**src/hw/otp_seq_defines.svh**
```systemverilog
// Constants for the manual command sequencer that drives the one-time programmable memory.
`ifndef OTP_SEQ_DEFINES_SVH
`define OTP_SEQ_DEFINES_SVH
`define OFS_TIMING     4'h0
`define OFS_COMMAND    4'h1
`define OFS_CONTROL    4'h2
`define OFS_ADDR       4'h3
`define OFS_WDATA      4'h4
`define OFS_START      4'h5
`define OFS_ACCESS     4'h6
`define OFS_DATA_SEL   4'h7
`define OFS_EVENT      4'h8
`define OFS_STARTUP    4'h9
`define RST_TIMING     32'h0001_8070
`define RST_CONTROL    8'h08
`define RST_DATA_SEL   8'hf0
`define UNLOCK_VALUE   8'h97
`define READY_BIT      7
`define CMD_NOP        4'h0
`define CMD_RESET      4'h1
`define CMD_POWER_UP   4'h4
`define CMD_POWER_DOWN 4'h5
`define CMD_READ       4'h6
`define CMD_WRITE      4'h7
`define CMD_PROGRAM    4'h8
`define CMD_WAIT       4'hd
`define CMD_PGM_ASSIST 4'he
`endif

```
**src/hw/otp_seq_pkg.sv**
```systemverilog
// Types shared by the manual command sequencer.
package otp_seq_pkg;
  typedef struct packed {
    logic [17:0] pulse;
    logic [9:0]  recovery;
    logic [1:0]  hold;
    logic [1:0]  setup;
  } timing_t;

  typedef struct packed {
    logic        enable;
    logic        aux_b;
    logic        aux_a;
    logic        mode_sel;
    logic        all_bank;
    logic [3:0]  op;
    logic        strobe;
    logic [10:0] addr;
    logic [31:0] data;
  } macro_cmd_t;

  typedef enum logic [2:0] {
    ST_IDLE,
    ST_SETUP,
    ST_PULSE,
    ST_HOLD,
    ST_RECOVERY
  } stage_t;
endpackage

```
**src/hw/otp_manual_command_sequencer.sv**
```systemverilog
// Register-driven sequencer that steps manual commands into the OTP memory macro.
//
// Decided for this implementation: the register addresses and the strobed register port.
`timescale 1ns/100ps
`include "otp_seq_defines.svh"

module otp_manual_command_sequencer #(
  parameter int ADDR_W = 11,
  parameter int PASSES = 2
) (
  // Clock and reset
  input  wire logic                     i_clock,
  input  wire logic                     i_resetn,
  // Register port
  input  wire logic [3:0]               i_reg_addr,
  input  wire logic [31:0]              i_reg_wdata,
  input  wire logic                     i_reg_write,
  input  wire logic                     i_reg_read,
  output logic      [31:0]              o_reg_rdata,
  // Start-up sequence request from the controller
  input  wire logic                     i_startup_read,
  // Macro side
  output otp_seq_pkg::macro_cmd_t       o_macro,
  output logic                          o_busy
);
  import otp_seq_pkg::*;

  // The address register and the pass counter are sized for these values only.
  if (ADDR_W != 11) begin : g_bad_addr_w
    $error("ADDR_W must be 11");
  end
  if (PASSES < 1 || PASSES > 3) begin : g_bad_passes
    $error("PASSES must be 1 to 3");
  end

  timing_t     timing_q;
  logic [7:0]  command_q;
  logic [7:0]  control_q;
  logic [10:0] addr_q;
  logic [31:0] wdata_q;
  logic [7:0]  access_q;
  logic [7:0]  data_sel_q;
  logic        ready_q;
  logic        assist_mode_q;
  stage_t      stage_q;
  logic [17:0] count_q;
  logic [3:0]  mask_q;
  logic [3:0]  op_q;
  logic        assist_q;
  logic [1:0]  pass_q;
  logic        done;
  logic        start_ok;
  logic [31:0] rdata_d;

  wire wr = i_reg_write;
  wire unlocked = (access_q == `UNLOCK_VALUE);
  assign start_ok = wr && i_reg_addr == `OFS_START && i_reg_wdata[0] && unlocked
                    && stage_q == ST_IDLE;

  // Decodes a command code into the operation driven into the macro.
  function automatic logic [3:0] macro_op(input logic [3:0] code);
    case (code)
      `CMD_RESET, `CMD_POWER_UP, `CMD_POWER_DOWN, `CMD_READ,
      `CMD_WRITE, `CMD_PROGRAM: macro_op = code;
      default:                  macro_op = `CMD_NOP;
    endcase
  endfunction

  // Picks the first enabled stage at or after a position in the fixed order.
  function automatic stage_t next_stage(input logic [3:0] mask, input logic [2:0] from,
                                        input logic skip_hold);
    next_stage = ST_IDLE;
    if (from <= 3'd1 && mask[3]) next_stage = ST_SETUP;
    else if (from <= 3'd2 && mask[2]) next_stage = ST_PULSE;
    else if (from <= 3'd3 && mask[1] && !skip_hold) next_stage = ST_HOLD;
    else if (from <= 3'd4 && mask[0]) next_stage = ST_RECOVERY;
  endfunction

  // Stage length minus one; the count register runs down to zero.
  function automatic logic [17:0] stage_len(input stage_t s, input timing_t t);
    case (s)
      ST_SETUP:    stage_len = {16'h0000, t.setup};
      ST_PULSE:    stage_len = t.pulse;
      ST_HOLD:     stage_len = {16'h0000, t.hold};
      ST_RECOVERY: stage_len = {8'h00, t.recovery};
      default:     stage_len = 18'h0_0000;
    endcase
  endfunction

  // Register writes.
  always_ff @(posedge i_clock or negedge i_resetn) begin
    if (!i_resetn) begin
      timing_q   <= timing_t'(`RST_TIMING);
      command_q  <= 8'h00;
      control_q  <= `RST_CONTROL;
      addr_q     <= 11'h000;
      wdata_q    <= 32'h0000_0000;
      access_q   <= 8'h00;
      data_sel_q <= `RST_DATA_SEL;
      assist_mode_q <= 1'b0;
    end else if (wr) begin
      case (i_reg_addr)
        `OFS_TIMING:   timing_q <= i_reg_wdata;
        `OFS_COMMAND:  command_q <= i_reg_wdata[7:0];
        `OFS_CONTROL:  control_q <= {i_reg_wdata[7:3], 3'h0};
        `OFS_ADDR:     addr_q <= i_reg_wdata[10:0];
        `OFS_WDATA:    wdata_q <= i_reg_wdata;
        `OFS_ACCESS:   access_q <= i_reg_wdata[7:0];
        `OFS_DATA_SEL: data_sel_q <= {i_reg_wdata[7:4], 1'b0, i_reg_wdata[2:0]};
        `OFS_STARTUP:  assist_mode_q <= i_reg_wdata[0];
        default: ;
      endcase
    end
  end

  // Stage sequencer.
  always_ff @(posedge i_clock or negedge i_resetn) begin
    if (!i_resetn) begin
      stage_q  <= ST_IDLE;
      count_q  <= 18'h0_0000;
      mask_q   <= 4'h0;
      op_q     <= `CMD_NOP;
      assist_q <= 1'b0;
      pass_q   <= 2'h0;
    end else if (start_ok) begin
      mask_q   <= command_q[7:4];
      op_q     <= command_q[3:0];
      assist_q <= command_q[3:0] == `CMD_PGM_ASSIST;
      pass_q   <= 2'h0;
      stage_q  <= next_stage(command_q[7:4], 3'd0, command_q[3:0] == `CMD_PGM_ASSIST);
      count_q  <= stage_len(next_stage(command_q[7:4], 3'd0,
                            command_q[3:0] == `CMD_PGM_ASSIST), timing_q);
    end else if (stage_q != ST_IDLE) begin
      if (count_q != 18'h0_0000) begin
        count_q <= count_q - 18'h0_0001;
      end else if (next_stage(mask_q, 3'(stage_q) + 3'd1, assist_q) != ST_IDLE) begin
        stage_q <= next_stage(mask_q, 3'(stage_q) + 3'd1, assist_q);
        count_q <= stage_len(next_stage(mask_q, 3'(stage_q) + 3'd1, assist_q), timing_q);
      end else if (assist_q && pass_q != 2'(PASSES - 1)) begin
        // Assist repeats read, program and verify passes through the same stages.
        pass_q  <= pass_q + 2'h1;
        stage_q <= next_stage(mask_q, 3'd0, 1'b1);
        count_q <= stage_len(next_stage(mask_q, 3'd0, 1'b1), timing_q);
      end else begin
        stage_q <= ST_IDLE;
      end
    end
  end

  assign done = stage_q != ST_IDLE && count_q == 18'h0_0000
                && next_stage(mask_q, 3'(stage_q) + 3'd1, assist_q) == ST_IDLE
                && !(assist_q && pass_q != 2'(PASSES - 1));

  // Manual-ready flag; a completion in the clearing cycle wins.
  always_ff @(posedge i_clock or negedge i_resetn) begin
    if (!i_resetn) begin
      ready_q <= 1'b0;
    end else if (done) begin
      ready_q <= 1'b1;
    end else if (wr && i_reg_addr == `OFS_EVENT && i_reg_wdata[`READY_BIT]) begin
      ready_q <= 1'b0;
    end
  end

  // Macro drive, registered so the pins never glitch.
  always_ff @(posedge i_clock or negedge i_resetn) begin
    if (!i_resetn) begin
      o_macro <= '0;
    end else begin
      o_macro.enable   <= control_q[7] | i_startup_read;
      o_macro.aux_b    <= control_q[6];
      o_macro.aux_a    <= control_q[5];
      o_macro.mode_sel <= control_q[4];
      o_macro.all_bank <= control_q[3];
      o_macro.op       <= stage_q == ST_IDLE ? `CMD_NOP
                          : (assist_q ? (pass_q == 2'h1 ? `CMD_PROGRAM : `CMD_READ)
                                      : macro_op(op_q));
      o_macro.strobe   <= stage_q == ST_PULSE && (assist_q || macro_op(op_q) != `CMD_NOP);
      o_macro.addr     <= (assist_q && !assist_mode_q) ? {addr_q[10:1], 1'b0} : addr_q;
      if (assist_q) begin
        for (int b = 0; b < 4; b++) begin
          // Disabled bytes carry the unprogrammed value so no fuse is blown.
          o_macro.data[8*b +: 8] <= data_sel_q[4+b] ? wdata_q[8*b +: 8] : 8'h00;
        end
      end else if (op_q == `CMD_WRITE && (control_q[4] || control_q[5] || control_q[6])) begin
        o_macro.data <= {16'h0000, wdata_q[15:0]};
      end else begin
        o_macro.data <= wdata_q;
      end
    end
  end
  assign o_busy = stage_q != ST_IDLE;

  // Register read mux; the start register always reads back zero.
  always_comb begin
    rdata_d = 32'h0000_0000;
    case (i_reg_addr)
      `OFS_TIMING:   rdata_d = timing_q;
      `OFS_COMMAND:  rdata_d = {24'h00_0000, command_q};
      `OFS_CONTROL:  rdata_d = {24'h00_0000, control_q};
      `OFS_ADDR:     rdata_d = {21'h00_0000, addr_q};
      `OFS_WDATA:    rdata_d = wdata_q;
      `OFS_START:    rdata_d = 32'h0000_0000;
      `OFS_ACCESS:   rdata_d = {24'h00_0000, access_q};
      `OFS_DATA_SEL: rdata_d = {24'h00_0000, data_sel_q};
      `OFS_EVENT:    rdata_d = {24'h00_0000, ready_q, 7'h00};
      `OFS_STARTUP:  rdata_d = {28'h000_0000, 2'(stage_q), o_busy, assist_mode_q};
      default:       rdata_d = 32'h0000_0000;
    endcase
  end

  always_ff @(posedge i_clock or negedge i_resetn) begin
    if (!i_resetn) begin
      o_reg_rdata <= 32'h0000_0000;
    end else if (i_reg_read) begin
      o_reg_rdata <= rdata_d;
    end else begin
      o_reg_rdata <= 32'h0000_0000;
    end
  end

  // Checks.
  property p_pulse_len;
    @(posedge i_clock) disable iff (!i_resetn)
    $rose(stage_q == ST_PULSE) |-> count_q == timing_q.pulse;
  endproperty
  a_pulse_len: assert property (p_pulse_len) else $error("pulse count bad");

  property p_rec_len;
    @(posedge i_clock) disable iff (!i_resetn)
    (stage_q != ST_RECOVERY ##1 stage_q == ST_RECOVERY) |-> count_q == {8'h00, timing_q.recovery};
  endproperty
  a_rec_len: assert property (p_rec_len) else $error("recovery count bad");

  property p_no_hold_assist;
    @(posedge i_clock) disable iff (!i_resetn)
    assist_q |-> stage_q != ST_HOLD;
  endproperty
  a_no_hold_assist: assert property (p_no_hold_assist) else $error("hold in assist");

  property p_setup_len;
    @(posedge i_clock) disable iff (!i_resetn)
    start_ok && command_q[7] |=> stage_q == ST_SETUP && count_q == {16'h0000, timing_q.setup};
  endproperty
  a_setup_len: assert property (p_setup_len) else $error("setup start bad");

  property p_wait_silent;
    @(posedge i_clock) disable iff (!i_resetn)
    (o_busy && op_q == `CMD_WAIT) |=> o_macro.op == `CMD_NOP && !o_macro.strobe;
  endproperty
  a_wait_silent: assert property (p_wait_silent) else $error("wait drove macro");

  property p_locked;
    @(posedge i_clock) disable iff (!i_resetn)
    (!o_busy && !unlocked) |=> !o_busy;
  endproperty
  a_locked: assert property (p_locked) else $error("ran while protected");

  property p_ready;
    @(posedge i_clock) disable iff (!i_resetn)
    done |=> ready_q;
  endproperty
  a_ready: assert property (p_ready) else $error("ready not set");

  property p_aux;
    @(posedge i_clock) disable iff (!i_resetn)
    ##1 (o_macro.aux_b == $past(control_q[6]) && o_macro.aux_a == $past(control_q[5])
         && o_macro.mode_sel == $past(control_q[4]));
  endproperty
  a_aux: assert property (p_aux) else $error("select pins wrong");

  property p_start_read;
    @(posedge i_clock) disable iff (!i_resetn)
    i_reg_read && i_reg_addr == `OFS_START |=> o_reg_rdata == 32'h0000_0000;
  endproperty
  a_start_read: assert property (p_start_read) else $error("start read nonzero");

  property p_hold_len;
    @(posedge i_clock) disable iff (!i_resetn)
    $rose(stage_q == ST_HOLD) |-> count_q == {16'h0000, timing_q.hold};
  endproperty
  a_hold_len: assert property (p_hold_len) else $error("hold count bad");

  property p_strobe;
    @(posedge i_clock) disable iff (!i_resetn)
    o_macro.strobe |-> $past(stage_q == ST_PULSE);
  endproperty
  a_strobe: assert property (p_strobe) else $error("strobe outside pulse");

  // A stage may only be visited when its mask bit is set.
  property p_mask;
    @(posedge i_clock) disable iff (!i_resetn)
    o_busy |-> (stage_q != ST_SETUP || mask_q[3]) && (stage_q != ST_PULSE || mask_q[2])
               && (stage_q != ST_HOLD || mask_q[1]) && (stage_q != ST_RECOVERY || mask_q[0]);
  endproperty
  a_mask: assert property (p_mask) else $error("masked stage entered");

  property p_hold_next;
    @(posedge i_clock) disable iff (!i_resetn)
    stage_q == ST_HOLD |=> stage_q inside {ST_HOLD, ST_RECOVERY, ST_IDLE};
  endproperty
  a_hold_next: assert property (p_hold_next) else $error("stage order after hold");

  property p_rec_next;
    @(posedge i_clock) disable iff (!i_resetn)
    (stage_q == ST_RECOVERY && !assist_q) |=> stage_q inside {ST_RECOVERY, ST_IDLE};
  endproperty
  a_rec_next: assert property (p_rec_next) else $error("stage order after recovery");

  property p_op_decode;
    @(posedge i_clock) disable iff (!i_resetn)
    (o_busy && !assist_q && op_q inside {`CMD_RESET, `CMD_POWER_UP, `CMD_POWER_DOWN,
                                         `CMD_READ, `CMD_WRITE, `CMD_PROGRAM})
      |=> o_macro.op == $past(op_q);
  endproperty
  a_op_decode: assert property (p_op_decode) else $error("operation code wrong");

  property p_assist_op;
    @(posedge i_clock) disable iff (!i_resetn)
    (o_busy && assist_q) |=> o_macro.op inside {`CMD_PROGRAM, `CMD_READ};
  endproperty
  a_assist_op: assert property (p_assist_op) else $error("assist operation wrong");

  property p_enable_on;
    @(posedge i_clock) disable iff (!i_resetn)
    i_startup_read |=> o_macro.enable;
  endproperty
  a_enable_on: assert property (p_enable_on) else $error("start-up enable missing");

  property p_enable_off;
    @(posedge i_clock) disable iff (!i_resetn)
    (!i_startup_read && !control_q[7]) |=> !o_macro.enable;
  endproperty
  a_enable_off: assert property (p_enable_off) else $error("enable left on");

  property p_all_bank;
    @(posedge i_clock) disable iff (!i_resetn)
    1'b1 |=> o_macro.all_bank == $past(control_q[3]);
  endproperty
  a_all_bank: assert property (p_all_bank) else $error("all-bank pin wrong");

  property p_diff_addr;
    @(posedge i_clock) disable iff (!i_resetn)
    (o_busy && assist_q && !assist_mode_q) |=> !o_macro.addr[0];
  endproperty
  a_diff_addr: assert property (p_diff_addr) else $error("odd address in assist");

  property p_assist_data;
    @(posedge i_clock) disable iff (!i_resetn)
    (o_busy && assist_q && data_sel_q[7]) |=> o_macro.data[31:24] == $past(wdata_q[31:24]);
  endproperty
  a_assist_data: assert property (p_assist_data) else $error("assist data inverted");

  // In assist passes a disabled byte 0 must never reach the macro as programmable data.
  property p_byte_gate;
    @(posedge i_clock) disable iff (!i_resetn)
    (o_busy && assist_q && !data_sel_q[4]) |=> o_macro.data[7:0] == 8'h00;
  endproperty
  a_byte_gate: assert property (p_byte_gate) else $error("disabled byte driven");

  property p_mr_data;
    @(posedge i_clock) disable iff (!i_resetn)
    (o_busy && !assist_q && op_q == `CMD_WRITE && control_q[4])
      |=> o_macro.data == {16'h0000, $past(wdata_q[15:0])};
  endproperty
  a_mr_data: assert property (p_mr_data) else $error("mode register data wrong");

  property p_plain_data;
    @(posedge i_clock) disable iff (!i_resetn)
    (o_busy && !assist_q && op_q == `CMD_WRITE && control_q[6:4] == 3'h0)
      |=> o_macro.data == $past(wdata_q);
  endproperty
  a_plain_data: assert property (p_plain_data) else $error("data register write wrong");

  property p_start_busy;
    @(posedge i_clock) disable iff (!i_resetn)
    start_ok |=> o_busy;
  endproperty
  a_start_busy: assert property (p_start_busy) else $error("start ignored");

  property p_clear;
    @(posedge i_clock) disable iff (!i_resetn)
    (!done && wr && i_reg_addr == `OFS_EVENT && i_reg_wdata[`READY_BIT]) |=> !ready_q;
  endproperty
  a_clear: assert property (p_clear) else $error("ready not cleared");

  c_run: cover property (@(posedge i_clock) disable iff (!i_resetn) start_ok ##[1:200] done);
  c_assist: cover property (@(posedge i_clock) disable iff (!i_resetn) assist_q && done);
  c_clear: cover property (@(posedge i_clock) disable iff (!i_resetn) $fell(ready_q));
  c_wait: cover property (@(posedge i_clock) disable iff (!i_resetn) done && op_q == `CMD_WAIT);
endmodule

```
**config.mk**
```make
export PLATFORM = sky130hd
export DESIGN_NAME = otp_manual_command_sequencer
export DESIGN_NICKNAME = d
export VERILOG_FILES = /design/src/hw/otp_seq_pkg.sv /design/src/hw/otp_manual_command_sequencer.sv
export VERILOG_INCLUDE_DIRS = /design/src /design/src/hw
export SDC_FILE = /design/constraint.sdc
export NUM_CORES = 1
export LEC_CHECK = 0
export ABC_AREA = 0
export ABC_CLOCK_PERIOD_IN_PS = 3400
export BUFFER_PORTS_ARGS = -buffer_cell sky130_fd_sc_hd__buf_2
export CELL_PAD_IN_SITES_DETAIL_PLACEMENT = 0
export CELL_PAD_IN_SITES_GLOBAL_PLACEMENT = 2
export CORE_ASPECT_RATIO = 0.8
export CORE_UTILIZATION = 40
export CTS_BUF_LIST = sky130_fd_sc_hd__clkbuf_8
export DETAILED_ROUTE_END_ITERATION = 6
export PLACE_DENSITY = 0.8
export SYNTH_ARGS = -nofsm -noshare
export SYNTH_HDL_FRONTEND = slang
export SYNTH_SLANG_ARGS = --single-unit
export TNS_END_PERCENT = 20
```
**constraint.sdc**
```tcl
create_clock -name i_clock -period 3.4 [get_ports i_clock]
set_input_delay 0.34 -clock i_clock [delete_from_list [all_inputs] [get_ports i_clock]]
set_output_delay 0.34 -clock i_clock [all_outputs]
set_load 0.02 [all_outputs]
```
# After elaboration in Yosys (flattened, before gate mapping)
# Cells that the tools add are included.
[word_totals]
latchBits = 0
ramBits = 0
elab_cells = 177
n_memories = 0
out_inout_bits = 86
rom_bits = 0
reg_bits = 222
inputBits = 41
[op_classes]
mux = 57
n_shift = 0
n_bitwise = 1
n_addsub = 3
multipliers = 0
n_eq_ne = 34
reduce_logical = 50
order_cmp = 4
n_div = 0
[ops]
columns = ["operator", "count"]
rows = [
  ["case mux 32 bit (9 select lines)", 1],
  ["case mux 18 bit (4 select lines)", 3],
  ["2-to-1 mux 32 bit", 3],
  ["2-to-1 mux 18 bit", 5],
  ["2-to-1 mux 3 bit", 29],
  ["== test 4 x 3 -> 1 bit, second input constant", 8],
  ["2-to-1 mux 8 bit", 4],
  ["== test 3 x 2 -> 1 bit, second input constant", 7],
  ["AND reduction 2 bit", 10],
  ["logical AND 1 bit", 19],
  ["logical NOT 18 bit", 1],
  ["nonzero test 18 bit", 1],
  ["subtractor 18 x 1 -> 18 bit, second input constant", 1],
  ["== test 4 bit, second input constant", 4],
  ["2-to-1 mux 4 bit", 4],
  ["2-to-1 mux 2 bit", 5],
  ["== test 3 x 1 -> 1 bit, second input constant", 3],
  ["== test 3 bit, second input constant", 3],
  ["== test 4 x 1 -> 1 bit, second input constant", 2],
  ["== test 4 x 2 -> 1 bit, second input constant", 2],
  ["== test 8 bit, second input constant", 1],
  ["nonzero test 4 bit", 2],
  ["less-or-equal comparator 3 x 2 -> 1 bit, second input constant", 2],
  ["logical NOT 3 bit", 2],
  ["16 further kinds", 27],
]

# Depth between registers and ports, before layout
# Gate-level depths: netlist of run 1.
[depth]
depth_word = 22
ltp_mapped = 11
ltp_nobuf = 9

# Least setup slack after synthesis of run 1
# No wires, ideal clock.
[synth_timing]
path_kind = "register to register"
startpoint = "reg stage_q[0]"
endpoint = "reg count_q[3]"
required_ns = 3.274
slack_ns = 0.926
stages_incl_launch_ff = 12
path_buffers = 2
arrival_ns = 2.348
period_less_slack_ns = 2.474
setup_ns = 0.126
path_cell_list = "dfrtp_1 -> inv_1 -> ha_1 -> nor2b_1 -> clkbuf_2 -> o21a_2 -> o31ai_1 -> or2_1 -> buf_6 -> a221oi_2 -> a31oi_1 -> a221o_1"
[synth_via]
elab_chain_cells = 17
word_cells_on_any_way = 37
classes_between = "add/sub: 1; order compare: 4; eq/ne: 4; mux: 16; reduce/logical: 12"
[synth_lines]
columns = ["element", "line", "rtl"]
rows = [
  ["from (decl)", "otp_manual_command_sequencer.sv:45", "stage_t stage_q;"],
  ["from (signal assigned)", "otp_manual_command_sequencer.sv:130", "stage_q <= next_stage(command_q[7:4], 3'd0, command_q[3:0] == `CMD_PGM_ASSIST);"],
  ["from (signal assigned)", "otp_manual_command_sequencer.sv:137", "stage_q <= next_stage(mask_q, 3'(stage_q) + 3'd1, assist_q);"],
  ["from (signal assigned)", "otp_manual_command_sequencer.sv:142", "stage_q <= next_stage(mask_q, 3'd0, 1'b1);"],
  ["adder 3 x 1 -> 3 bit", "otp_manual_command_sequencer.sv:136, otp_manual_command_sequencer.sv:138", ""],
  ["less-or-equal comparator 3 bit / less-or-equal comparator 3 x 2 -> 1 bit (equally long branches)", "otp_manual_command_sequencer.sv:76, otp_manual_command_sequencer.sv:75", ""],
  ["logical AND 1 bit, on equally long branches", "otp_manual_command_sequencer.sv:76, otp_manual_command_sequencer.sv:75", ""],
  ["2-to-1 mux 3 bit / logical AND 1 bit (equally long branches)", "otp_manual_command_sequencer.sv:76, otp_manual_command_sequencer.sv:75", ""],
  ["2-to-1 mux 3 bit", "otp_manual_command_sequencer.sv:75", "else if (from <= 3'd3 && mask[1] && !skip_hold) next_stage = ST_HOLD;"],
  ["2-to-1 mux 3 bit", "otp_manual_command_sequencer.sv:74", "else if (from <= 3'd2 && mask[2]) next_stage = ST_PULSE;"],
  ["2-to-1 mux 3 bit", "otp_manual_command_sequencer.sv:73", "if (from <= 3'd1 && mask[3]) next_stage = ST_SETUP;"],
  ["2-to-1 mux 3 bit", "otp_manual_command_sequencer.sv:136", "end else if (next_stage(mask_q, 3'(stage_q) + 3'd1, assist_q) != ST_IDLE) begin"],
  ["2-to-1 mux 3 bit", "otp_manual_command_sequencer.sv:134", "if (count_q != 18'h0_0000) begin"],
  ["2-to-1 mux 3 bit", "otp_manual_command_sequencer.sv:133", "end else if (stage_q != ST_IDLE) begin"],
  ["2-to-1 mux 3 bit", "otp_manual_command_sequencer.sv:125", "end else if (start_ok) begin"],
  ["== test 3 bit (tied with other cells)", "otp_manual_command_sequencer.sv:81", "case (s)"],
  ["case mux 18 bit (4 select lines)", "otp_manual_command_sequencer.sv:81", ""],
  ["2-to-1 mux 18 bit", "otp_manual_command_sequencer.sv:136", ""],
  ["2-to-1 mux 18 bit", "otp_manual_command_sequencer.sv:134", ""],
  ["2-to-1 mux 18 bit", "otp_manual_command_sequencer.sv:133", ""],
  ["2-to-1 mux 18 bit", "otp_manual_command_sequencer.sv:125", ""],
  ["to (signal assigned)", "otp_manual_command_sequencer.sv:131", "count_q <= stage_len(next_stage(command_q[7:4], 3'd0,"],
  ["to (signal assigned)", "otp_manual_command_sequencer.sv:135", "count_q <= count_q - 18'h0_0001;"],
  ["to (signal assigned)", "otp_manual_command_sequencer.sv:138", "count_q <= stage_len(next_stage(mask_q, 3'(stage_q) + 3'd1, assist_q), timing_q);"],
  ["to (decl)", "otp_manual_command_sequencer.sv:46", "logic [17:0] count_q;"],
]
# Parallel ways exist; a longest one is shown, timed or not. The select of a mux whose other input is x is not followed.
# A chain may end at the register's enable or synchronous reset.

# Worst setup path in the final report of run 1
[layout_timing]
startpoint = "reg stage_q[0]"
endpoint = "reg pass_q[1]"
[layout_via]
elab_chain_cells = 13
word_cells_on_any_way = 27
classes_between = "add/sub: 1; order compare: 4; eq/ne: 2; mux: 8; reduce/logical: 12"
[layout_lines]
columns = ["element", "line", "rtl"]
rows = [
  ["adder 3 x 1 -> 3 bit", "otp_manual_command_sequencer.sv:136", ""],
  ["less-or-equal comparator 3 bit / less-or-equal comparator 3 x 2 -> 1 bit (equally long branches)", "otp_manual_command_sequencer.sv:76, otp_manual_command_sequencer.sv:75", ""],
  ["logical AND 1 bit, on equally long branches", "otp_manual_command_sequencer.sv:76, otp_manual_command_sequencer.sv:75", ""],
  ["2-to-1 mux 3 bit / logical AND 1 bit (equally long branches)", "otp_manual_command_sequencer.sv:76, otp_manual_command_sequencer.sv:75", ""],
  ["2-to-1 mux 3 bit", "otp_manual_command_sequencer.sv:75", ""],
  ["2-to-1 mux 3 bit", "otp_manual_command_sequencer.sv:74", ""],
  ["2-to-1 mux 3 bit", "otp_manual_command_sequencer.sv:73", ""],
  ["2-to-1 mux 3 bit", "otp_manual_command_sequencer.sv:134", ""],
  ["2-to-1 mux 3 bit", "otp_manual_command_sequencer.sv:133", ""],
  ["2-to-1 mux 3 bit", "otp_manual_command_sequencer.sv:125", ""],
  ["nonzero test 3 bit", "otp_manual_command_sequencer.sv:136", ""],
  ["inequality test 2 bit (no source line)", "-", ""],
  ["AND reduction 4 bit (no source line)", "-", ""],
  ["to (signal assigned)", "otp_manual_command_sequencer.sv:141", "pass_q <= pass_q + 2'h1;"],
  ["to (decl)", "otp_manual_command_sequencer.sv:50", "logic [1:0] pass_q;"],
]
# Parallel ways exist; a longest one is shown, timed or not. The select of a mux whose other input is x is not followed.

==> results of run 1 <==
[logic make-up after synthesis]
group	count (synthesis)	synth area share
AOI/OAI and AO/OA	188	0.129
adders and majority gates	8	0.0101
xor gates and xnor gates	5	0.00594
DFF	222	0.562
buffers and inverters	59	0.0256
muxes	115	0.131
and+or+nand+nor	264	0.136
[routing by layer]
layer / global-route usage / vias to the layer above / wire (um) / part of all wire
met1: 0.370 / 3722 / 14300 / 0.51
li1: - / 3439 / - / -
met2: 0.311 / 247 / 11300 / 0.41
met4: 0.0477 / 0 / 351 / 0.013
met5: 0 / - / 0 / 0
met3: 0.0453 / 37 / 1900 / 0.068
[worst max-delay path, cell delays in order (launching register included)]
cell,delay [ns]
sky130_fd_sc_hd__dfrtp_1,0.49
sky130_fd_sc_hd__inv_1,0.16
sky130_fd_sc_hd__ha_1,0.34
sky130_fd_sc_hd__nor3b_1,0.32
sky130_fd_sc_hd__o2bb2ai_1,0.18
sky130_fd_sc_hd__o21ai_1,0.48
sky130_fd_sc_hd__nand2_1,0.19
sky130_fd_sc_hd__nor3_1,0.45
sky130_fd_sc_hd__nor2_1,0.08
sky130_fd_sc_hd__a211oi_1,0.21
[per-stage QoR]
step           cell area (sq um)  worst slack (ns)  cells   util  hold WS (ns)
2_1_floorplan               9900             0.926    861      -        0.0444
3_3_place_gp               11000             0.600   1288  0.453         0.363
3_5_place_dp               11000             0.523   1288  0.453         0.375
4_1_cts                    11800             0.514   1358  0.487        0.0450
5_1_grt                    11800            0.0821   1358  0.487        0.0525
6_report                   11800             0.416   1358  0.487        0.0674
[layout make-up]
class                   instances  area [sq um]  share of cell area
clock buffers                  50           688              0.0581
clock inverters                18           128              0.0108
inverters                      12          45.0             0.00380
multi-input cells             580          4090               0.346
flip-flops and latches        222          5570               0.470
well taps                     318           398              0.0336
repair buffers                158           923              0.0780
[power breakdown]
| part | switching (mW) | internal, mW |
|---|---|---|
| combinational | 0.739 | 0.649 |
| clock | 1.07 | 1.47 |
| sequential | 0.458 | 3.17 |
| total | 2.27 | 5.28 |
[layout by cell type (no fill, tap or decap), types with 10 or more instances in the layout]
cell type                  instances
sky130_fd_sc_hd__nor3_1           12
sky130_fd_sc_hd__o21ai_0          39
sky130_fd_sc_hd__a22oi_1          27
sky130_fd_sc_hd__clkbuf_8         50
sky130_fd_sc_hd__a21oi_1          41
sky130_fd_sc_hd__inv_1            23
sky130_fd_sc_hd__nor2_1           71
sky130_fd_sc_hd__buf_2           125
sky130_fd_sc_hd__nand2_1          69
sky130_fd_sc_hd__buf_4            27
sky130_fd_sc_hd__nand3_1          13
sky130_fd_sc_hd__dfrtp_1         212
sky130_fd_sc_hd__dfstp_2          10
sky130_fd_sc_hd__mux2_2          107
sky130_fd_sc_hd__and2_1           33
[state kept, by name, summed over array words and instances, names as in the netlist, 2 cells and up]
register     cells
addr_q          11
mask_q           4
op_q             4
o_macro         53
pass_q           2
o_reg_rdata     32
control_q        5
stage_q          3
count_q         18
access_q         8
wdata_q         32
data_sel_q       7
timing_q        32
command_q        8
[synthesized netlist by cell type (9+ instances only)]
library cell	n	area (sq um)
sky130_fd_sc_hd__dfrtp_1	212	5310
sky130_fd_sc_hd__mux2_2	107	1200
sky130_fd_sc_hd__nor2_1	72	270
sky130_fd_sc_hd__nand2_1	69	259
sky130_fd_sc_hd__a21oi_1	41	205
sky130_fd_sc_hd__o21ai_0	39	195
sky130_fd_sc_hd__and2_1	33	206
sky130_fd_sc_hd__a22oi_1	27	203
sky130_fd_sc_hd__clkbuf_1	24	90.1
sky130_fd_sc_hd__nand3_1	13	65.1
sky130_fd_sc_hd__nor3_1	12	60.1
sky130_fd_sc_hd__inv_1	11	41.3
sky130_fd_sc_hd__buf_2	10	50.1
sky130_fd_sc_hd__dfstp_2	10	263
sky130_fd_sc_hd__a222oi_1	9	90.1
sky130_fd_sc_hd__buf_1	9	33.8
sky130_fd_sc_hd__nand2b_1	9	56.3
[repair_timing]
action	in CTS	in global routing
endpoints found under the hold margin	69	0
setup endpoints to repair	0	0
hold buffers	2	0
[worst min path at each step]
| stage | start | endpoint | slack, ns | depth (start not counted) |
|---|---|---|---|---|
| after global routing | i_reg_wdata[11] | wdata_q[11]$_DFFE_PN0P_ | 0.05 | 2 |
| after global placement | i_resetn | o_macro[35]$_DFF_PN0_ | 0.36 | 1 |
| after floorplan | i_resetn | access_q[0]$_DFFE_PN0P_ | 0.04 | 0 |
| after detailed placement | i_resetn | o_macro[35]$_DFF_PN0_ | 0.37 | 1 |
| final | i_reg_wdata[17] | wdata_q[17]$_DFFE_PN0P_ | 0.07 | 2 |
| after CTS | i_reg_wdata[20] | timing_q[20]$_DFFE_PN0P_ | 0.05 | 2 |
==> summary.md, run 1 <==
The number of filler cells placed in the layout came out at 2,307. The max-slew violation total from the final report is 0, and the via count of the first global-routing pass is 7,433. The final worst-path cycle share is 0.878. STA classifies the critical path startpoint as a register. The proportion of synthesized chip area in sequential cells came out at 0.562. The number of nets handed over by synthesis was 910.

Setup violations remaining at the end of the flow were counted as 0. The logs give 222 for the clock sink total and 39 for the number of clock buffers inserted by TritonCTS. The destination of the worst register-to-register timing path is pass_q[1]$_DFFE_PN0P_. The number of setup buffers added after CTS is 0.

Dominant register cell in the synthesized netlist: sky130_fd_sc_hd__dfrtp_1. In the routed layout, each cell is associated on average with a via count of 5.48. The largest net degree at the start of global routing is 79, and the first-iteration detailed-routing DRC count is 698. STA puts the critical path data required time at 3.83 ns. The total power divided by cell area is 638 nW/um^2. In this run the clock root is driven by a sky130_fd_sc_hd__clkbuf_8. The reported leakage power is 5.41 nW. TritonCTS built the clock tree. Of all nets on the critical path, the largest fanout is 7.

Before antenna repair, the detailed router went through 5 iterations. The floorplan step set the die width to 178 um. The later pin in the worst-skew pair is clocked with a latency of 0.52 ns.

The area growth from synthesis to layout is 19.6%. After legalization and detailed placement, the total HPWL measured 19,500 um. VDD sags by at most 338 uV.

127 I/O pins were placed. The synthesized netlist contains 75 unique library cells. The net count of the finished layout is 1,062. Placer congestion estimate: 0.911. The fraction of layout instances using a drive strength above 1 works out to 0.338. The synthesized area was 9900 sq um. Actual transition at the worst max-transition pin: 0.847 ns. For this block, the via count after detailed routing is 7,445. The tools report the worst slew slack as a fraction of its limit as 0.435. After detailed routing, the total wire length is 27,900 um. Following the worst setup path forward leads to its endpoint at pass_q[1]$_DFFE_PN0P_. The maximum buffer depth of the clock tree is 3. A synthesized cell averages 11.5 sq um. In the final routed layout, each cell accounts on average for 20.5 um. The tools report the detailed-route DRC error count as 0. The path category of the worst min-delay check was input port to register.

The share of synthesized registers carrying an async set or reset was 1.00. The setup path with the least slack is of type register to register. The initialized floorplan defines 51 standard-cell rows. The tools report the critical path data arrival time as 3.41 ns. Adding up every negative setup slack in the final design gives 0 ns. The first global-routing pass estimated 44,300 um of wire. The floorplan step defined a core boundary enclosing 24,300 sq um. The number of antenna diodes in the final layout is 0. The maximum operating frequency was 0.335 GHz.

Gates resized during post-CTS repair numbered 0. The H-tree was split into 2 levels. Yosys mapped a number of flops with a built-in enable equal to 0. Post-synthesis register bit count: 222. The overall power was 7.55 mW; the count of maximum capacitance violations was 0. The clock transition time at the flip-flop clock pins of the worst setup and hold paths was 0.06 ns. The run gives 861 as the cell count after synthesis. The tools report the final count of hold timing violations as 0.

For the number of antenna violations at the first check in global routing, the log shows 1. The number of cells on the worst reg-to-reg path is 9. The flow ran to the end, and the final reports show no timing, DRC or antenna violations. The worst clock skew on the final layout is 0.0205 ns. The overall fraction of global-route tracks in use is 0.230. Setup slack on the worst reg-to-reg path comes out at 0.42 ns. The tools report the starting density of the core as 0.407. Total number of yosys warnings: 0. The critical path starts at stage_q[0]$_DFFE_PN0P_. The die is 143 um tall.

Setup repair after global routing left no endpoint under its margin. The die area came out at 25,400 sq um. The smallest clock period supported by the final layout is computed as 2.98 ns. The startpoint identified for the worst register-to-register timing path is stage_q[0]$_DFFE_PN0P_. Port buffering added 126 buffers.

Global routing finished with a remaining overflow of 0. The worst setup path is captured at a register. The number of routed nets with antenna violations is 0.
(Power assumes the default switching activity.)
==> run 2, diff against run 1 <==
--- a/config.mk
+++ b/config.mk
@@ -15,6 +15,7 @@
 export CORE_UTILIZATION = 40
 export CTS_BUF_LIST = sky130_fd_sc_hd__clkbuf_8
 export DETAILED_ROUTE_END_ITERATION = 6
+export MAX_ROUTING_LAYER = met4
 export PLACE_DENSITY = 0.8
 export SYNTH_ARGS = -nofsm -noshare
 export SYNTH_HDL_FRONTEND = slang
==> run 2 against run 1 <==
  * Total power increased by 0.24%
  * Flip-flop and latch count unchanged
  * Combinational power about the same
  * Clock power about the same
  * Critical endpoint unchanged
  * Largest power group unchanged
  * Highest routed layer unchanged
==> summary.md, run 2 (synthesis results as in run 1) <==
Before CTS, the worst setup slack after placement is 0.489 ns. For the worst setup path, the data arrival time is 3.44 ns. For this run, design rule violations remaining after detail routing come to 0. Across all layers, the routed design uses 7,526 vias. Maximum operating frequency: 0.331 GHz. The number of routed nets with antenna violations was 0; the first-pass detailed-route iteration total was 6.

During placement, the flow inserted port buffers numbering 126. The worst hold path belongs to the class input port to register. The starting density of the core is 0.407, and the via count of the first global-routing pass is 7,355. The actual transition at the worst max-transition pin was 0.829 ns; the total global routing overflow was 0. The first-iteration detailed-routing DRC count was 549; the number of failing setup endpoints in the final timing report was 0.

The instance count along the most critical hold path is 2, and the overall power is 7.57 mW. The worst slew slack as a fraction of its limit is 0.444. The highest metal layer with signal wires is met4.

In the final layout, the multi-input gates occupy 4090 sq um. After detailed routing, the average wire length per cell comes to 20.7 um. The number of top-level design ports is 127. Walking the worst path, the cells encountered are inv_1 -> ha_1 -> nor3b_1 -> o2bb2ai_1 -> o21ai_1 -> nand2_1 -> nor3_1 -> nor2_1 -> a211oi_1.

The number of clock buffers inserted by TritonCTS is 38, and the setup slack on the worst flop-to-flop path is 0.38 ns. The final count of hold timing violations was 0. For the data required time at the worst endpoint, the log shows 3.82 ns.

The overall fraction of global-route tracks in use came out at 0.235. The total power divided by cell area is 639 nW/um^2. The number of cells on the worst reg-to-reg path is 9. TritonCTS built the clock tree.

The clock transition time at the flip-flop clock pins of the worst setup and hold paths works out to 0.07 ns. The endpoint identified for the worst register-to-register timing path is pass_q[1]$_DFFE_PN0P_. The flip-flop count of the largest register, all copies and words added was 53; the maximum buffer depth of the clock tree was 3. The met3 layer wire length in the routed design came out at 2000 um. The endpoint of the worst hold path is timing_q[25]$_DFFE_PN0P_. The final layout contains routed wiring with a total length of 28,100 um.

Clock skew on the completed layout was measured at 0.0224 ns. The global-route wire length before repair came out at 44,000 um. At the end of the flow, the number of nets in the layout was 1,060.

The slowest stage of the critical path is the sky130_fd_sc_hd__o21ai_1 cell. The tools report the count of maximum capacitance violations as 0. The tree built by TritonCTS fans out to 222 sinks. Using the TritonRoute via totals, the vias-per-cell ratio works out to 5.55. The nature of the critical path endpoint was a register. For the final routed database, the setup TNS stands at 0 ns. The fraction of layout instances using a drive strength above 1 is 0.339, and the area after detailed placement is 11,000 sq um. Post-layout minimum cycle time: 3.02 ns. The highest net fanout along the worst path is 7, and the post-route standard cell area excluding fillers is 11,800 sq um.

The dominant delay contributor by cell family on the critical path was simple AND/OR/NAND/NOR gates. Number of buffer and inverter instances along the worst setup path: 1. The worst vdd rail ir drop came out at 311 uV. Leaving out fill and tap cells, the most frequent cell in the layout is sky130_fd_sc_hd__dfrtp_1. The cell depth of the worst setup path is 9, and the reported leakage power is 5.39 nW. Routability-driven placement finished with a final weighted congestion of 0.931.

The final worst-path cycle share came out at 0.888. The root buffer cell chosen for the clock tree is sky130_fd_sc_hd__clkbuf_8. Setup repair after global routing left no endpoint under its margin. The signed area change from the synthesized netlist to the final layout was 19.6%. Fill cells in the final layout number 2,246.

The die width came out at 178 um. In this design, the stage delay of the slowest critical-path cell is 0.51 ns. Hold is met by 0.0683 ns. Detailed placement ended at an HPWL of 19,600 um. The die boundary height works out to 143 um.

The flow ran to the end, and the final reports show no timing, DRC or antenna violations. Register with the most flip-flops: o_macro. In this run the worst setup path begins at stage_q[0]$_DFFE_PN0P_. The max-slew violation total from the final report is 0. The run gives 2 as the number of H-tree levels. The setup fix buffers added after clock tree synthesis is 0. For the routed metal-1 wire length, the log shows 14,400 um.

The startpoint of the lowest-slack hold path is i_reg_wdata[25]. The clock reaches the later pin of the worst-skew pair after 0.53 ns. After floorplanning, the core was sized to cover 24,300 sq um. The nature of the critical path startpoint was a register.

The run gives 0.382 ns as the slack of the critical path. After detailed routing, the met2 layer carries 11,200 um of wire. The library cells used most frequently in the layout, excluding fill and tap cells, are sky130_fd_sc_hd__dfrtp_1, sky130_fd_sc_hd__buf_2, sky130_fd_sc_hd__mux2_2. The floorplan step defined a die boundary enclosing 25,400 sq um.

The run gives 5570 sq um as the area taken by flip-flops and latches. The row count is 51, and the number of antenna violations at the first check in global routing is 0. Reg-to-reg startpoint: stage_q[0]$_DFFE_PN0P_. By startpoint and endpoint, the worst setup path is classified as register to register. Entering global routing, the biggest net connects 107 pins.
## run 2: worst max path at each step
stage	endpoint	slack, ns
2_1_floorplan	count_q[3]$_DFFE_PN0P_	0.93
4_1_cts	pass_q[1]$_DFFE_PN0P_	0.47
5_1_grt	pass_q[1]$_DFFE_PN0P_	0.18
6_report	pass_q[1]$_DFFE_PN0P_	0.38
3_5_place_dp	pass_q[1]$_DFFE_PN0P_	0.49
3_3_place_gp	pass_q[1]$_DFFE_PN0P_	0.57
## run 2: what timing repair did
item,in CTS,in global routing
gates resized for setup,0,0
endpoints found under the hold margin,102,0
hold buffers,2,0
## run 2: final cells by class
type,instances,area share
sequential,222,0.470
multi-input combinational,580,0.346
timing repair buffer,157,0.0773
clock buffer,51,0.0593
tap,318,0.0336
clock inverter,15,0.00993
inverter,12,0.00380
antenna,1,0.000211
## run 2: report_power, final
group          leakage (nW)  switching (mW)  internal, mW
sequential             2.77           0.460          3.17
combinational          2.17           0.734         0.647
clock                 0.453            1.08          1.49
## run 2: per-stage QoR
step | util | std cells
after floorplan | - | 861
after global placement | 0.452 | 1287
after detailed placement | 0.452 | 1287
after global routing | 0.487 | 1355
final | 0.487 | 1356
after CTS | 0.487 | 1355
## run 2: worst register-to-register path: cells and delay by family (launching register included)
kind	cells	cell delay, ns
AND/OR/NAND/NOR	4	1.03
AO/OA/AOI/OAI	3	0.89
flip-flops	1	0.50
adder cells (fa/ha/maj)	1	0.34
buffers and inverters	1	0.16
## run 2: layer usage
metal | vias up | GRT usage
li1 | 3446 | -
met1 | 3777 | 0.375
met2 | 271 | 0.304
met3 | 32 | 0.0365
met4 | 0 | 0.0531
met5 | - | -
